<file path="config.mk">
export PLATFORM = sky130hd
export DESIGN_NAME = acc_sample_buffer
export DESIGN_NICKNAME = d
export VERILOG_FILES = /design/src/common/acc_buf_pkg.sv /design/src/logic/acc_sample_buffer.sv
export SDC_FILE = /design/constraint.sdc
export NUM_CORES = 1
export LEC_CHECK = 0
export BUFFER_PORTS_ARGS = -buffer_cell sky130_fd_sc_hd__buf_2
export CAP_MARGIN = 20
export CORE_MARGIN = 8
export CORE_UTILIZATION = 25
export DETAILED_ROUTE_END_ITERATION = 16
export PLACE_DENSITY = 0.35
export SLEW_MARGIN = 20
export SYNTH_ARGS = -nofsm -noshare
export SYNTH_HDL_FRONTEND = slang
export SYNTH_SLANG_ARGS = --single-unit
</file>
<file path="constraint.sdc">
create_clock -name clk_sys -period 7.86 [get_ports clk_sys]
set_input_delay 1.965 -clock clk_sys [delete_from_list [all_inputs] [get_ports clk_sys]]
set_output_delay 1.965 -clock clk_sys [all_outputs]
set_load 0.1 [all_outputs]
</file>
<file path="src/common/acc_buf_pkg.sv">
/*
 * Shared constants and types for the accelerometer sample buffer control.
 * Assumes one system clock; the serial register interface in front of this
 * block hands over single byte reads and writes as one-cycle strobes.
 */
package acc_buf_pkg;

  // Buffer geometry.
  localparam int          BUF_DEPTH  = 32;
  localparam int          PTR_W      = 5;
  localparam int          CNT_W      = 6;
  localparam logic [5:0]  DEPTH_CNT  = 6'h20;
  localparam int          GATE_CNT_W = 5;
  localparam logic [4:0]  GATE_CNT_MAX = 5'h1f;

  // Register offsets.
  localparam logic [7:0]  ADDR_CFG_ONE    = 8'h26;
  localparam logic [7:0]  ADDR_CFG_TWO    = 8'h27;
  localparam logic [7:0]  ADDR_SYSTEM_MODE_STATUS   = 8'h14;
  localparam logic [7:0]  ADDR_BUF_STATUS = 8'h0b;

  // Reset values and field positions.
  localparam logic [7:0]  CFG_ONE_RESET = 8'h00;
  localparam logic [7:0]  CFG_TWO_RESET = 8'h00;
  localparam int          FLUSH_BIT     = 7;

  // Collection mode encoding.
  typedef enum logic [1:0] {
    MODE_DISABLED = 2'b00,
    MODE_STREAM   = 2'b01,
    MODE_STOP     = 2'b10,
    MODE_TRIG     = 2'b11
  } coll_mode_type;

  // Operating mode requested by the system controller.
  typedef enum logic [1:0] {
    OP_STANDBY  = 2'b00,
    OP_ACTIVE   = 2'b01,
    OP_EXTERNAL_TRIGGER_MODE = 2'b10
  } op_mode_type;

  // Power state of the auto wake/sleep function.
  typedef enum logic [1:0] {
    PWR_STANDBY,
    PWR_WAKE,
    PWR_SLEEP
  } pwr_type;

  // Triggered capture progress.
  typedef enum logic [1:0] {
    TRIG_ARMED,
    TRIG_POST,
    TRIG_DONE
  } trig_state_type;

  typedef struct packed {
    logic          read_lifo;
    coll_mode_type mode;
    logic          gate_en;
    logic          trig_within_thresh_en;
    logic          trig_outside_thresh_en;
    logic          spare;
    logic          trig_orientation_en;
  } cfg_one_type;

  typedef struct packed {
    logic       flush;
    logic       wake_src_buf;
    logic [5:0] watermark_level;
  } cfg_two_type;

  typedef struct packed {
    logic within_thresh;
    logic outside_thresh;
    logic orientation;
  } trig_events_type;

endpackage

</file>
<file path="src/logic/acc_sample_buffer.sv">
/*
 * Sample buffer control: 32-entry store, input gate across wake/sleep
 * changes, flush sources, triggered capture and auto wake/sleep sequencing.
 * Assumes register strobes, samples, output-rate ticks and trigger events
 * are synchronous one-cycle pulses on clk_sys.
 */
`timescale 1ns/1ps
`default_nettype none

module acc_sample_buffer
  import acc_buf_pkg::*;
#(
  parameter int SAMPLE_W = 36
) (
  input  wire logic                     clk_sys,
  input  wire logic                     nrst,
  input  wire logic                     reg_wr,
  input  wire logic                     reg_rd,
  input  wire logic [7:0]               reg_addr,
  input  wire logic [7:0]               reg_wdata,
  output var  logic [7:0]               reg_rdata,
  input  wire acc_buf_pkg::op_mode_type op_mode,
  input  wire logic [7:0]               auto_sleep_count,
  input  wire logic                     odr_tick,
  input  wire logic                     wake_request,
  input  wire logic                     sleep_block,
  input  wire acc_buf_pkg::trig_events_type trig_events,
  input  wire logic                     sample_valid,
  input  wire logic [SAMPLE_W-1:0]      sample_data,
  input  wire logic                     buf_pop,
  output var  logic [SAMPLE_W-1:0]      buf_data,
  output var  logic                     buf_data_valid,
  output var  acc_buf_pkg::pwr_type     power_mode,
  output var  logic                     overflow_flag,
  output var  logic                     watermark_flag,
  output var  logic [5:0]               sample_count,
  output var  logic                     gate_err,
  output var  logic [4:0]               gate_cnt
);
  import acc_buf_pkg::*;

  logic [SAMPLE_W-1:0] mem [BUF_DEPTH];
  cfg_one_type         cfg1_q;
  cfg_two_type         cfg2_q;
  pwr_type             pwr_q, pwr_d;
  trig_state_type      trig_q;
  logic [PTR_W-1:0]    wr_ptr_q, rd_ptr_q;
  logic [CNT_W-1:0]    cnt_q, cnt_d, post_q, wm, post_lim;
  logic [7:0]          tmr_q;
  logic                gate_closed_q, ovf_q, wm_q, err_q, dout_v_q;
  logic [4:0]          gcnt_q;
  logic [SAMPLE_W-1:0] dout_q;
  logic [7:0]          rdata_q;
  logic flush_cmd, disabled, trig_mode, aslp_on, gate_eff, stay_awake;
  logic leave_standby, ws_change, flush_all, gate_close, pop_ok, empty_evt;
  logic discard, trig_hit, trig_fire, do_wr, do_adv, ovf_set, post_done;

  // Decode the mode and the flush sources that act on the whole buffer.
  assign wm        = cfg2_q.watermark_level;
  assign disabled  = cfg1_q.mode == MODE_DISABLED;
  assign trig_mode = cfg1_q.mode == MODE_TRIG;
  assign aslp_on   = auto_sleep_count != 8'h00;
  assign flush_cmd = reg_wr && reg_addr == ADDR_CFG_TWO
                     && reg_wdata[FLUSH_BIT];
  assign gate_eff  = cfg1_q.gate_en && !(trig_mode && aslp_on);
  assign leave_standby = pwr_q == PWR_STANDBY && pwr_d != PWR_STANDBY;
  assign ws_change = pwr_q != PWR_STANDBY && pwr_d != PWR_STANDBY
                     && pwr_d != pwr_q;
  // Without an effective gate every rate change wipes the buffer except the wake
  // below, so only that wake lets samples at two output rates share it.
  // Triggered capture with auto-sleep keeps its pre-trigger samples when
  // the trigger wakes the part; only the drop into sleep flushes there.
  assign flush_all = flush_cmd || disabled || leave_standby
                     || (ws_change && !gate_eff
                         && !(trig_mode && aslp_on && pwr_d == PWR_WAKE));
  assign gate_close = ws_change && gate_eff;
  assign pop_ok     = buf_pop && cnt_q != '0;

  // Trigger sources gated by their enables; only an armed capture may fire, in sleep
  // when auto-sleep is on, so anything holding the part awake then blocks capture.
  assign trig_hit  = (trig_events.within_thresh  && cfg1_q.trig_within_thresh_en)
                  || (trig_events.outside_thresh && cfg1_q.trig_outside_thresh_en)
                  || (trig_events.orientation    && cfg1_q.trig_orientation_en);
  assign trig_fire = trig_mode && trig_q == TRIG_ARMED && trig_hit
                     && (pwr_q == PWR_SLEEP || !aslp_on);
  assign post_lim  = (wm >= DEPTH_CNT) ? '0 : DEPTH_CNT - wm;
  assign stay_awake = sleep_block
                   || (trig_mode && trig_q != TRIG_ARMED)
                   || (cfg2_q.wake_src_buf && !trig_mode && (wm_q || ovf_q));

  // Auto wake/sleep sequencing: wake at once on leaving standby.
  always_comb begin
    pwr_d = pwr_q;
    if (op_mode == OP_STANDBY) begin
      pwr_d = PWR_STANDBY;
    end else begin
      case (pwr_q)
        PWR_STANDBY: pwr_d = PWR_WAKE;
        PWR_WAKE: begin
          if (aslp_on && !stay_awake && odr_tick
              && tmr_q + 8'h01 >= auto_sleep_count) begin
            pwr_d = PWR_SLEEP;
          end
        end
        PWR_SLEEP: begin
          if (!aslp_on || wake_request || trig_fire) begin
            pwr_d = PWR_WAKE;
          end
        end
        default: pwr_d = PWR_STANDBY;
      endcase
    end
  end

  // Storage decisions per collection mode for the arriving sample.
  always_comb begin
    do_wr   = 1'b0;
    do_adv  = pop_ok;
    ovf_set = 1'b0;
    post_done = 1'b0;
    discard = sample_valid && gate_closed_q && !flush_all;
    if (sample_valid && !flush_all && !gate_closed_q
        && pwr_q != PWR_STANDBY) begin
      case (cfg1_q.mode)
        MODE_STREAM: begin
          do_wr = 1'b1;
          if (cnt_q == DEPTH_CNT && !pop_ok) begin
            do_adv  = 1'b1;          // Oldest sample is overwritten.
            ovf_set = 1'b1;
          end
        end
        MODE_STOP: begin
          do_wr   = cnt_q != DEPTH_CNT || pop_ok;
          ovf_set = cnt_q == DEPTH_CNT && !pop_ok;
        end
        MODE_TRIG: begin
          if (trig_q == TRIG_ARMED && !trig_fire) begin
            do_wr = wm != '0;
            if (wm != '0 && cnt_q >= wm && !pop_ok) begin
              do_adv = 1'b1;
            end
          end else if (trig_q != TRIG_DONE && post_lim != '0) begin
            do_wr = 1'b1;
            post_done = (trig_q == TRIG_ARMED ? 6'h00 : post_q) + 6'h01
                        >= post_lim;
          end
        end
        default: do_wr = 1'b0;
      endcase
    end
    cnt_d = cnt_q + {5'h00, do_wr} - {5'h00, do_adv};
  end

  assign empty_evt = pop_ok && cnt_q == 6'h01 && !do_wr;

  // Configuration registers; the flush bit is never stored.
  always_ff @(posedge clk_sys or negedge nrst) begin
    if (!nrst) begin
      cfg1_q <= CFG_ONE_RESET;
      cfg2_q <= CFG_TWO_RESET;
    end else if (reg_wr && reg_addr == ADDR_CFG_ONE) begin
      cfg1_q <= reg_wdata;
    end else if (reg_wr && reg_addr == ADDR_CFG_TWO) begin
      cfg2_q <= {1'b0, reg_wdata[6:0]};
    end
  end

  // Power state and the auto-sleep period counter.
  always_ff @(posedge clk_sys or negedge nrst) begin
    if (!nrst) begin
      pwr_q <= PWR_STANDBY;
      tmr_q <= 8'h00;
    end else begin
      pwr_q <= pwr_d;
      if (pwr_d != PWR_WAKE || pwr_q != PWR_WAKE || stay_awake) begin
        tmr_q <= 8'h00;
      end else if (odr_tick) begin
        tmr_q <= tmr_q + 8'h01;
      end
    end
  end

  // Pointers and count; any flush restarts both pointers at zero.
  always_ff @(posedge clk_sys or negedge nrst) begin
    if (!nrst) begin
      wr_ptr_q <= '0;
      rd_ptr_q <= '0;
      cnt_q    <= '0;
    end else if (flush_all) begin
      wr_ptr_q <= '0;
      rd_ptr_q <= '0;
      cnt_q    <= '0;
    end else begin
      if (do_wr) wr_ptr_q <= wr_ptr_q + 5'h01;
      if (do_adv) rd_ptr_q <= rd_ptr_q + 5'h01;
      cnt_q <= cnt_d;
    end
  end

  // Sample store; contents need no reset since the count guards them.
  always_ff @(posedge clk_sys) begin
    if (do_wr && !flush_all) mem[wr_ptr_q] <= sample_data;
  end

  // Read port toward the host.
  always_ff @(posedge clk_sys or negedge nrst) begin
    if (!nrst) begin
      dout_q   <= '0;
      dout_v_q <= 1'b0;
    end else begin
      dout_v_q <= pop_ok && !flush_all;
      if (pop_ok && !flush_all) dout_q <= mem[rd_ptr_q];
    end
  end

  // Overflow and watermark flags; a new overflow beats a same-cycle clear.
  always_ff @(posedge clk_sys or negedge nrst) begin
    if (!nrst) begin
      ovf_q <= 1'b0;
      wm_q  <= 1'b0;
    end else begin
      if (ovf_set || post_done) ovf_q <= 1'b1;
      else if (flush_all || empty_evt) ovf_q <= 1'b0;
      wm_q <= !flush_all && wm != '0 && cnt_d >= wm;
    end
  end

  // Input gate with its error flag and discard count. A discard in the
  // clearing cycle still wins so the host never misses a lost sample.
  always_ff @(posedge clk_sys or negedge nrst) begin
    if (!nrst) begin
      gate_closed_q <= 1'b0;
      err_q         <= 1'b0;
      gcnt_q        <= '0;
    end else begin
      if (gate_close) gate_closed_q <= 1'b1;
      else if (flush_all || empty_evt || cnt_q == '0) begin
        gate_closed_q <= 1'b0;
      end
      if (discard) begin
        err_q <= 1'b1;
        if (gcnt_q != GATE_CNT_MAX) gcnt_q <= gcnt_q + 5'h01;
      end else if (flush_all || empty_evt) begin
        err_q  <= 1'b0;
        gcnt_q <= '0;
      end
    end
  end

  // Triggered capture progress; empty or flush re-arms.
  always_ff @(posedge clk_sys or negedge nrst) begin
    if (!nrst) begin
      trig_q <= TRIG_ARMED;
      post_q <= '0;
    end else if (flush_all || empty_evt || !trig_mode) begin
      trig_q <= TRIG_ARMED;
      post_q <= '0;
    end else begin
      case (trig_q)
        TRIG_ARMED: begin
          if (trig_fire) begin
            trig_q <= post_done || post_lim == '0 ? TRIG_DONE : TRIG_POST;
            post_q <= {5'h00, do_wr};
          end
        end
        TRIG_POST: begin
          if (post_done) trig_q <= TRIG_DONE;
          if (do_wr) post_q <= post_q + 6'h01;
        end
        TRIG_DONE: trig_q <= TRIG_DONE;
        default:   trig_q <= TRIG_ARMED;
      endcase
    end
  end

  // Register read data, captured on the read strobe.
  always_ff @(posedge clk_sys or negedge nrst) begin
    if (!nrst) begin
      rdata_q <= 8'h00;
    end else if (reg_rd) begin
      case (reg_addr)
        ADDR_CFG_ONE:    rdata_q <= cfg1_q;
        ADDR_CFG_TWO:    rdata_q <= cfg2_q;
        ADDR_SYSTEM_MODE_STATUS:   rdata_q <= {err_q, gcnt_q, 2'(pwr_q)};
        ADDR_BUF_STATUS: rdata_q <= {ovf_q, wm_q, cnt_q};
        default:         rdata_q <= 8'h00;
      endcase
    end
  end

  assign reg_rdata      = rdata_q;
  assign buf_data       = dout_q;
  assign buf_data_valid = dout_v_q;
  assign power_mode     = pwr_q;
  assign overflow_flag  = ovf_q;
  assign watermark_flag = wm_q;
  assign sample_count   = cnt_q;
  assign gate_err       = err_q;
  assign gate_cnt       = gcnt_q;
endmodule

`default_nettype wire

</file>
Yosys cells after proc, flatten, opt, wreduce, memory -nomap -nowiden
Memory sizes are Yosys's and may differ from the RTL's. A register that Yosys moved wholly into a read port is not among the register bits. Cells that the tools add are included.

Register bits: 67. Memory bits (writable): 1152. Bits of input ports: 74. Output and inout port bits: 61. Logic and storage cells: 208. Memories kept: 1.

Memories: mem (words 32, width 36, read ports 1, clocked after Yosys merged registers in 1, write ports 1, RTL line acc_sample_buffer.sv:42) `logic [SAMPLE_W-1:0] mem [BUF_DEPTH];`.

Add/sub/neg operators: 9. Order comparisons: 5. Eq/ne operators: 24. Mux-type cells: 49. Bitwise operators: 1. Reductions and logical operators: 96.

Operators by type and width (number): 1-bit logical AND (41); 6-bit two-way mux (6); 5-bit two-way mux (7); 8-bit case mux with 4 select lines (1); 1-bit two-way mux (20); 1-bit logical OR (19); 6-bit greater-or-equal comparator (3); 2-bit nonzero test (9); 6-bit nonzero test (3); 8-bit by 6-bit == test with 1-bit output (second input constant) (2); 8-bit two-way mux (2); 5-bit by 1-bit adder with 5-bit output (second input constant) (3); 2-bit two-way mux (7); 6-bit by 1-bit adder with 6-bit output (second input constant) (2); 1-bit zero test (12); 6-bit zero test (2); 2-bit case mux with 3 select lines (2); 6-bit case mux with 2 select lines (1); 8-bit by 1-bit adder with 8-bit output (second input constant) (1); 2-bit by 1-bit == test with 1-bit output (second input constant) (4); 2-bit == test (second input constant) (4); 8-bit by 4-bit == test with 1-bit output (second input constant) (1); 8-bit by 5-bit == test with 1-bit output (second input constant) (1); 8-bit greater-or-equal comparator (1); other kinds (21) (30).

Logic depth before layout (Yosys ltp)
Word-level depth: 29. Mapped depth: 25. Mapped depth without buffers: 24.

Worst setup path before layout
Ideal clock, no wire load.

Path kind: input -> register. Start point: input port auto_sleep_count[5]. End point: register wm_q, in the netlist watermark_flag. Setup time: 0.134 ns. Data arrival time: 5.970 ns. Required time: 7.726 ns. Slack: 1.756 ns. Cell stages on the path: 18. Path buffers: 1. Cells stage by stage: or4_1 > a2bb2oi_1 > o21a_4 > or3_4 > a211oi_4 > buf_6 > inv_1 > ha_1 > inv_1 > ha_1 > fa_1 > ha_1 > a21o_1 > a21o_1 > a21o_1 > a21o_1 > a21oi_1 > nor3_1.

Word-level cells in the longest chain between the ends: 23. Elaborated cells between the ends (all ways): 47. Classes of those cells: add/sub: 2; order compare: 2; eq/ne: 2; mux: 10; reduce/logical: 31.

RTL lines: from (decl) (RTL line acc_sample_buffer.sv:23) `input wire logic [7:0] auto_sleep_count,`; parallel branches: the longest is 22 deep, another holds 8-bit greater-or-equal comparator; 1-bit logical AND (*) (RTL line acc_sample_buffer.sv:224) `wm_q <= !flush_all && wm != '0 && cnt_d >= wm;`; to (signal assigned) (RTL line acc_sample_buffer.sv:224); to (decl) (RTL line acc_sample_buffer.sv:50) `logic gate_closed_q, ovf_q, wm_q, err_q, dout_v_q;`.

Every way passes the cells marked *. A chain may end at the register's enable or synchronous reset.

Worst setup path after layout
Ends and elaborated chain as after synthesis.

==> results.toml <==
[logic_synthesis]
synth_top_family_by_area = "multiplexers"
synth_area_um2 = 49730
synth-async-reset-ratio = 0.08207
synth_most_common_cell = "edfxtp_1"
synth_compound_area_frac = 0.02058
synth-main-ff-cell = "edfxtp_1"
yosys.area_share.simple = 0.02604
synth_top_area_frac = 0.6957
synth_seq_area_share = 0.7475
synth.distinct_cells = 77
synth_edf_count = 1152
yosys-top-cells-area = "edfxtp_1 (70%), mux4_2 (16%), dfrtp_1 (5.2%)"
ys_ff_latch = 1255
muxShareOfSynthArea = 0.1745
yosysTopAreaCell = "edfxtp_1"
ys_top_cells_by_count = "edfxtp_1 (1152), mux4_2 (360), dfrtp_1 (103)"
synth_fp_nets = 2458
synth_area_per_cell_um2 = 21.35
syn-instance-count = 2329
synthXorXnorAreaFrac = 0.004932
synth_warnings = 0
yosys.area_share.adder = 0.01399

[power]
p_clk_frac = 0.470
p_switching_uw = 2903
p_comb_frac = 0.014
p_leak_uw = 0.01824
intPower_uw = 11250
swShare = 0.2050
p_per_area_nw_per_um2 = 240.6
power.total_uw = 14160
pwr-share-seq = 0.516
peakVddDrop_mv = 0.2077

[critical_path]
slowest_delay_ns = 0.60
cp_max_fo = 16
path_delay_family = "compound AO/OA/AOI/OAI gates"
path_class = "in -> reg"
crit_arrival_ns = 6.32
critical_path.most_common_cell = "a21o_1"
crit_path_top_delay_cell = "or4_1"
cp_num_buf_inv = 4
setup.worst_path.end_class = "flip-flop"
critical_path_required_ns = 8.47
critical_path.startpoint_type = "input port"
cp_cell_sequence = "buf_2, or4_1, a2bb2oi_1, o21a_4, or3_4, a211oi_4, buf_4, inv_1, ha_1, inv_1, ha_1, fa_1, ha_1, a21o_1, a21o_1, a21o_1, a21o_1, a21oi_1, nor3_1"
reg2reg_slack_ns = 2.44

[placed_design]
io_buffers = 134
dp_cells = 5047
routabilityCongestion = 0.7405
detailedPlacementHpwl_mm = 76.80
dp_worst_setup_slack_ns = 1.378

[status]
status = "completed"

[route]
ant_nets = 0
first_pass_iters = 5
first_iter_violations = 1569
drc = 0
wire_per_inst_um = 25.49
wl_met3_mm = 4.788
wl_met1_mm = 60.42
route.met2.wl_mm = 67.10
vias_per_cell = 4.448
top_layer = "met5"
wl_mm = 135.6
vias = 23650

[sta]
setup_viol = 0
fin_crit_sh = 0.7264
slew_violations = 0
fin_skew_ns = 0.02800
hold_viol_final = 0
tightest_slew_ns = 1.118
slew_headroom = 0.2543
fin_setup_tns_ns = 0
period_needed_ns = 5.709
rsz0062_at_grt = "no"
setup_ws_ns = 2.151
clock.fmax_ghz = 0.1752

[floorplanning]
io_pins = 135
initial_utilization = 0.2519
fp.dieH_um = 462.0
die_area_um2 = 213400
core_um2 = 197400
die_w_um = 462.0
num_rows = 163

[clocking]
cts_resized = 0
cts.sinks = 1255
h-tree-depth = 4
clk_pin_slew_ns = 0.05
clockBufferDepth = 3
cts_setup_buffers = 0
cts_tree = "built"
insertion_delay_ns = 0.77
cts_hold_buf = 0
numCtsBuffers = 149
cts_root_buffer = "clkbuf_16"

[finish]
nets = 2687
stdcell_count = 5318
layout-drive-gt1-share = 0.3057
area_growth_pct = 18.34

[global_route]
grt_pass1_wl_mm = 195.5
overflow = 0
grt_max_degree = 118
grtUsageTotal = 0.1268
grt_antenna_before_repair = 6
grt_pass1_vias = 26210

[job]
maxCapViolations = 0

[hold_path]
hp-class = "reg -> reg"
placed cells by master (no fill, tap or decap), types with 21 or more instances in the layout:
| cell | count |
|---|---|
| o21ai_0 | 63 |
| ha_1 | 54 |
| mux2i_1 | 40 |
| inv_1 | 52 |
| mux4_2 | 360 |
| nor2_4 | 32 |
| nand2_1 | 73 |
| dfrtp_1 | 98 |
| nor2_1 | 46 |
| buf_2 | 133 |
| clkinv_1 | 25 |
| clkbuf_16 | 153 |
| buf_4 | 35 |
| clkinv_2 | 21 |
| edfxtp_1 | 1152 |
| clkbuf_1 | 39 |
| a21oi_1 | 24 |
worst paths after layout:
check                      cells past startpoint                      from                       end
max                                           19       auto_sleep_count[5]  watermark_flag$_DFF_PN0_
min                                            2  buf_data[17]$_DFFE_PN0P_  buf_data[17]$_DFFE_PN0P_
max reg2reg                                   24      tmr_q[2]$_DFFE_PN0P_  watermark_flag$_DFF_PN0_
min reg2reg                                    2  buf_data[17]$_DFFE_PN0P_  buf_data[17]$_DFFE_PN0P_
max in group asynchronous                      2                      nrst  buf_data[25]$_DFFE_PN0P_
min in group asynchronous                      1                      nrst  buf_data_valid$_DFF_PN0_
state kept, by name, summed over array words and instances (netlist names):
register        flops
reg_rdata           8
gate_closed_q       1
wm                  6
mem              1152
gate_err            1
power_mode          2
wr_ptr_q            5
trig_q              2
buf_data_valid      1
gate_cnt            5
rd_ptr_q            5
overflow_flag       1
buf_data           36
sample_count        6
watermark_flag      1
post_q              6
tmr_q               8
cfg2_q              1
cfg1_q              8
cell type report:
class,instances,area (µm²)
Fill cell,19260,138600
Sequential cell,1255,37190
Multi-Input combinational cell,914,12180
Clock buffer,201,4099
Tap cell,2640,3303
Timing Repair Buffer,186,1280
Clock inverter,68,593.1
Inverter,52,195.2
Antenna cell,2,5.005
stage by stage:
step | hold WS, ns | area [µm²] | utilization
2_1_floorplan | 0.4502 | 49730 | -
3_3_place_gp | 0.4666 | 54150 | 0.2743
3_5_place_dp | 0.4708 | 54150 | 0.2743
4_1_cts | 0.4836 | 58840 | 0.2981
5_1_grt | 0.5118 | 58850 | 0.2981
6_report | 0.4732 | 58850 | 0.2981
worst reg2reg max path, cell delays in order, from the launching register on:
cell and delay (ns):
dfrtp_1 0.42, and3_1 0.23, and3_1 0.25, nand3_1 0.11, xnor2_1 0.16, ha_1 0.32
o211a_1 0.15, a211oi_1 0.05, or4_1 0.56, and3b_1 0.38, nor2_1 0.07, buf_4 0.21
nand2_1 0.08, nand2_1 0.06, ha_1 0.30, inv_1 0.04, ha_1 0.21, fa_1 0.49
ha_1 0.28, a21o_1 0.16, a21o_1 0.17, a21o_1 0.18, a21o_1 0.18, a21oi_1 0.14
nor3_1 0.06
routing by layer:
metal	track usage	vias to the layer above
li1	-	10190
met1	0.1680	12820
met2	0.2135	432
met3	0.02360	211
met4	0.03562	2
met5	0	-
logic make-up (layout without fill, tap and decap cells):
family | after synthesis | after routing
adders and majority gates | 55 | 55
xor gates and xnor gates | 28 | 28
and+or+nand+nor | 259 | 259
buffers and inverters | 160 | 507
AOI/OAI and AO/OA | 157 | 157
other | 0 | 2
DFF | 1255 | 1255
muxes | 415 | 415
power by group through the flow:
stage / sequential [µW] / combinational (µW) / clock (µW)
after global placement: 7440 / 192 / 0
after floorplan: 7440 / 49.8 / 0
after detailed placement: 7440 / 199 / 0
after global routing: 7300 / 219 / 7140
final: 7300 / 193 / 6660
after CTS: 7300 / 200 / 6910
(Power assumes the default switching activity.)
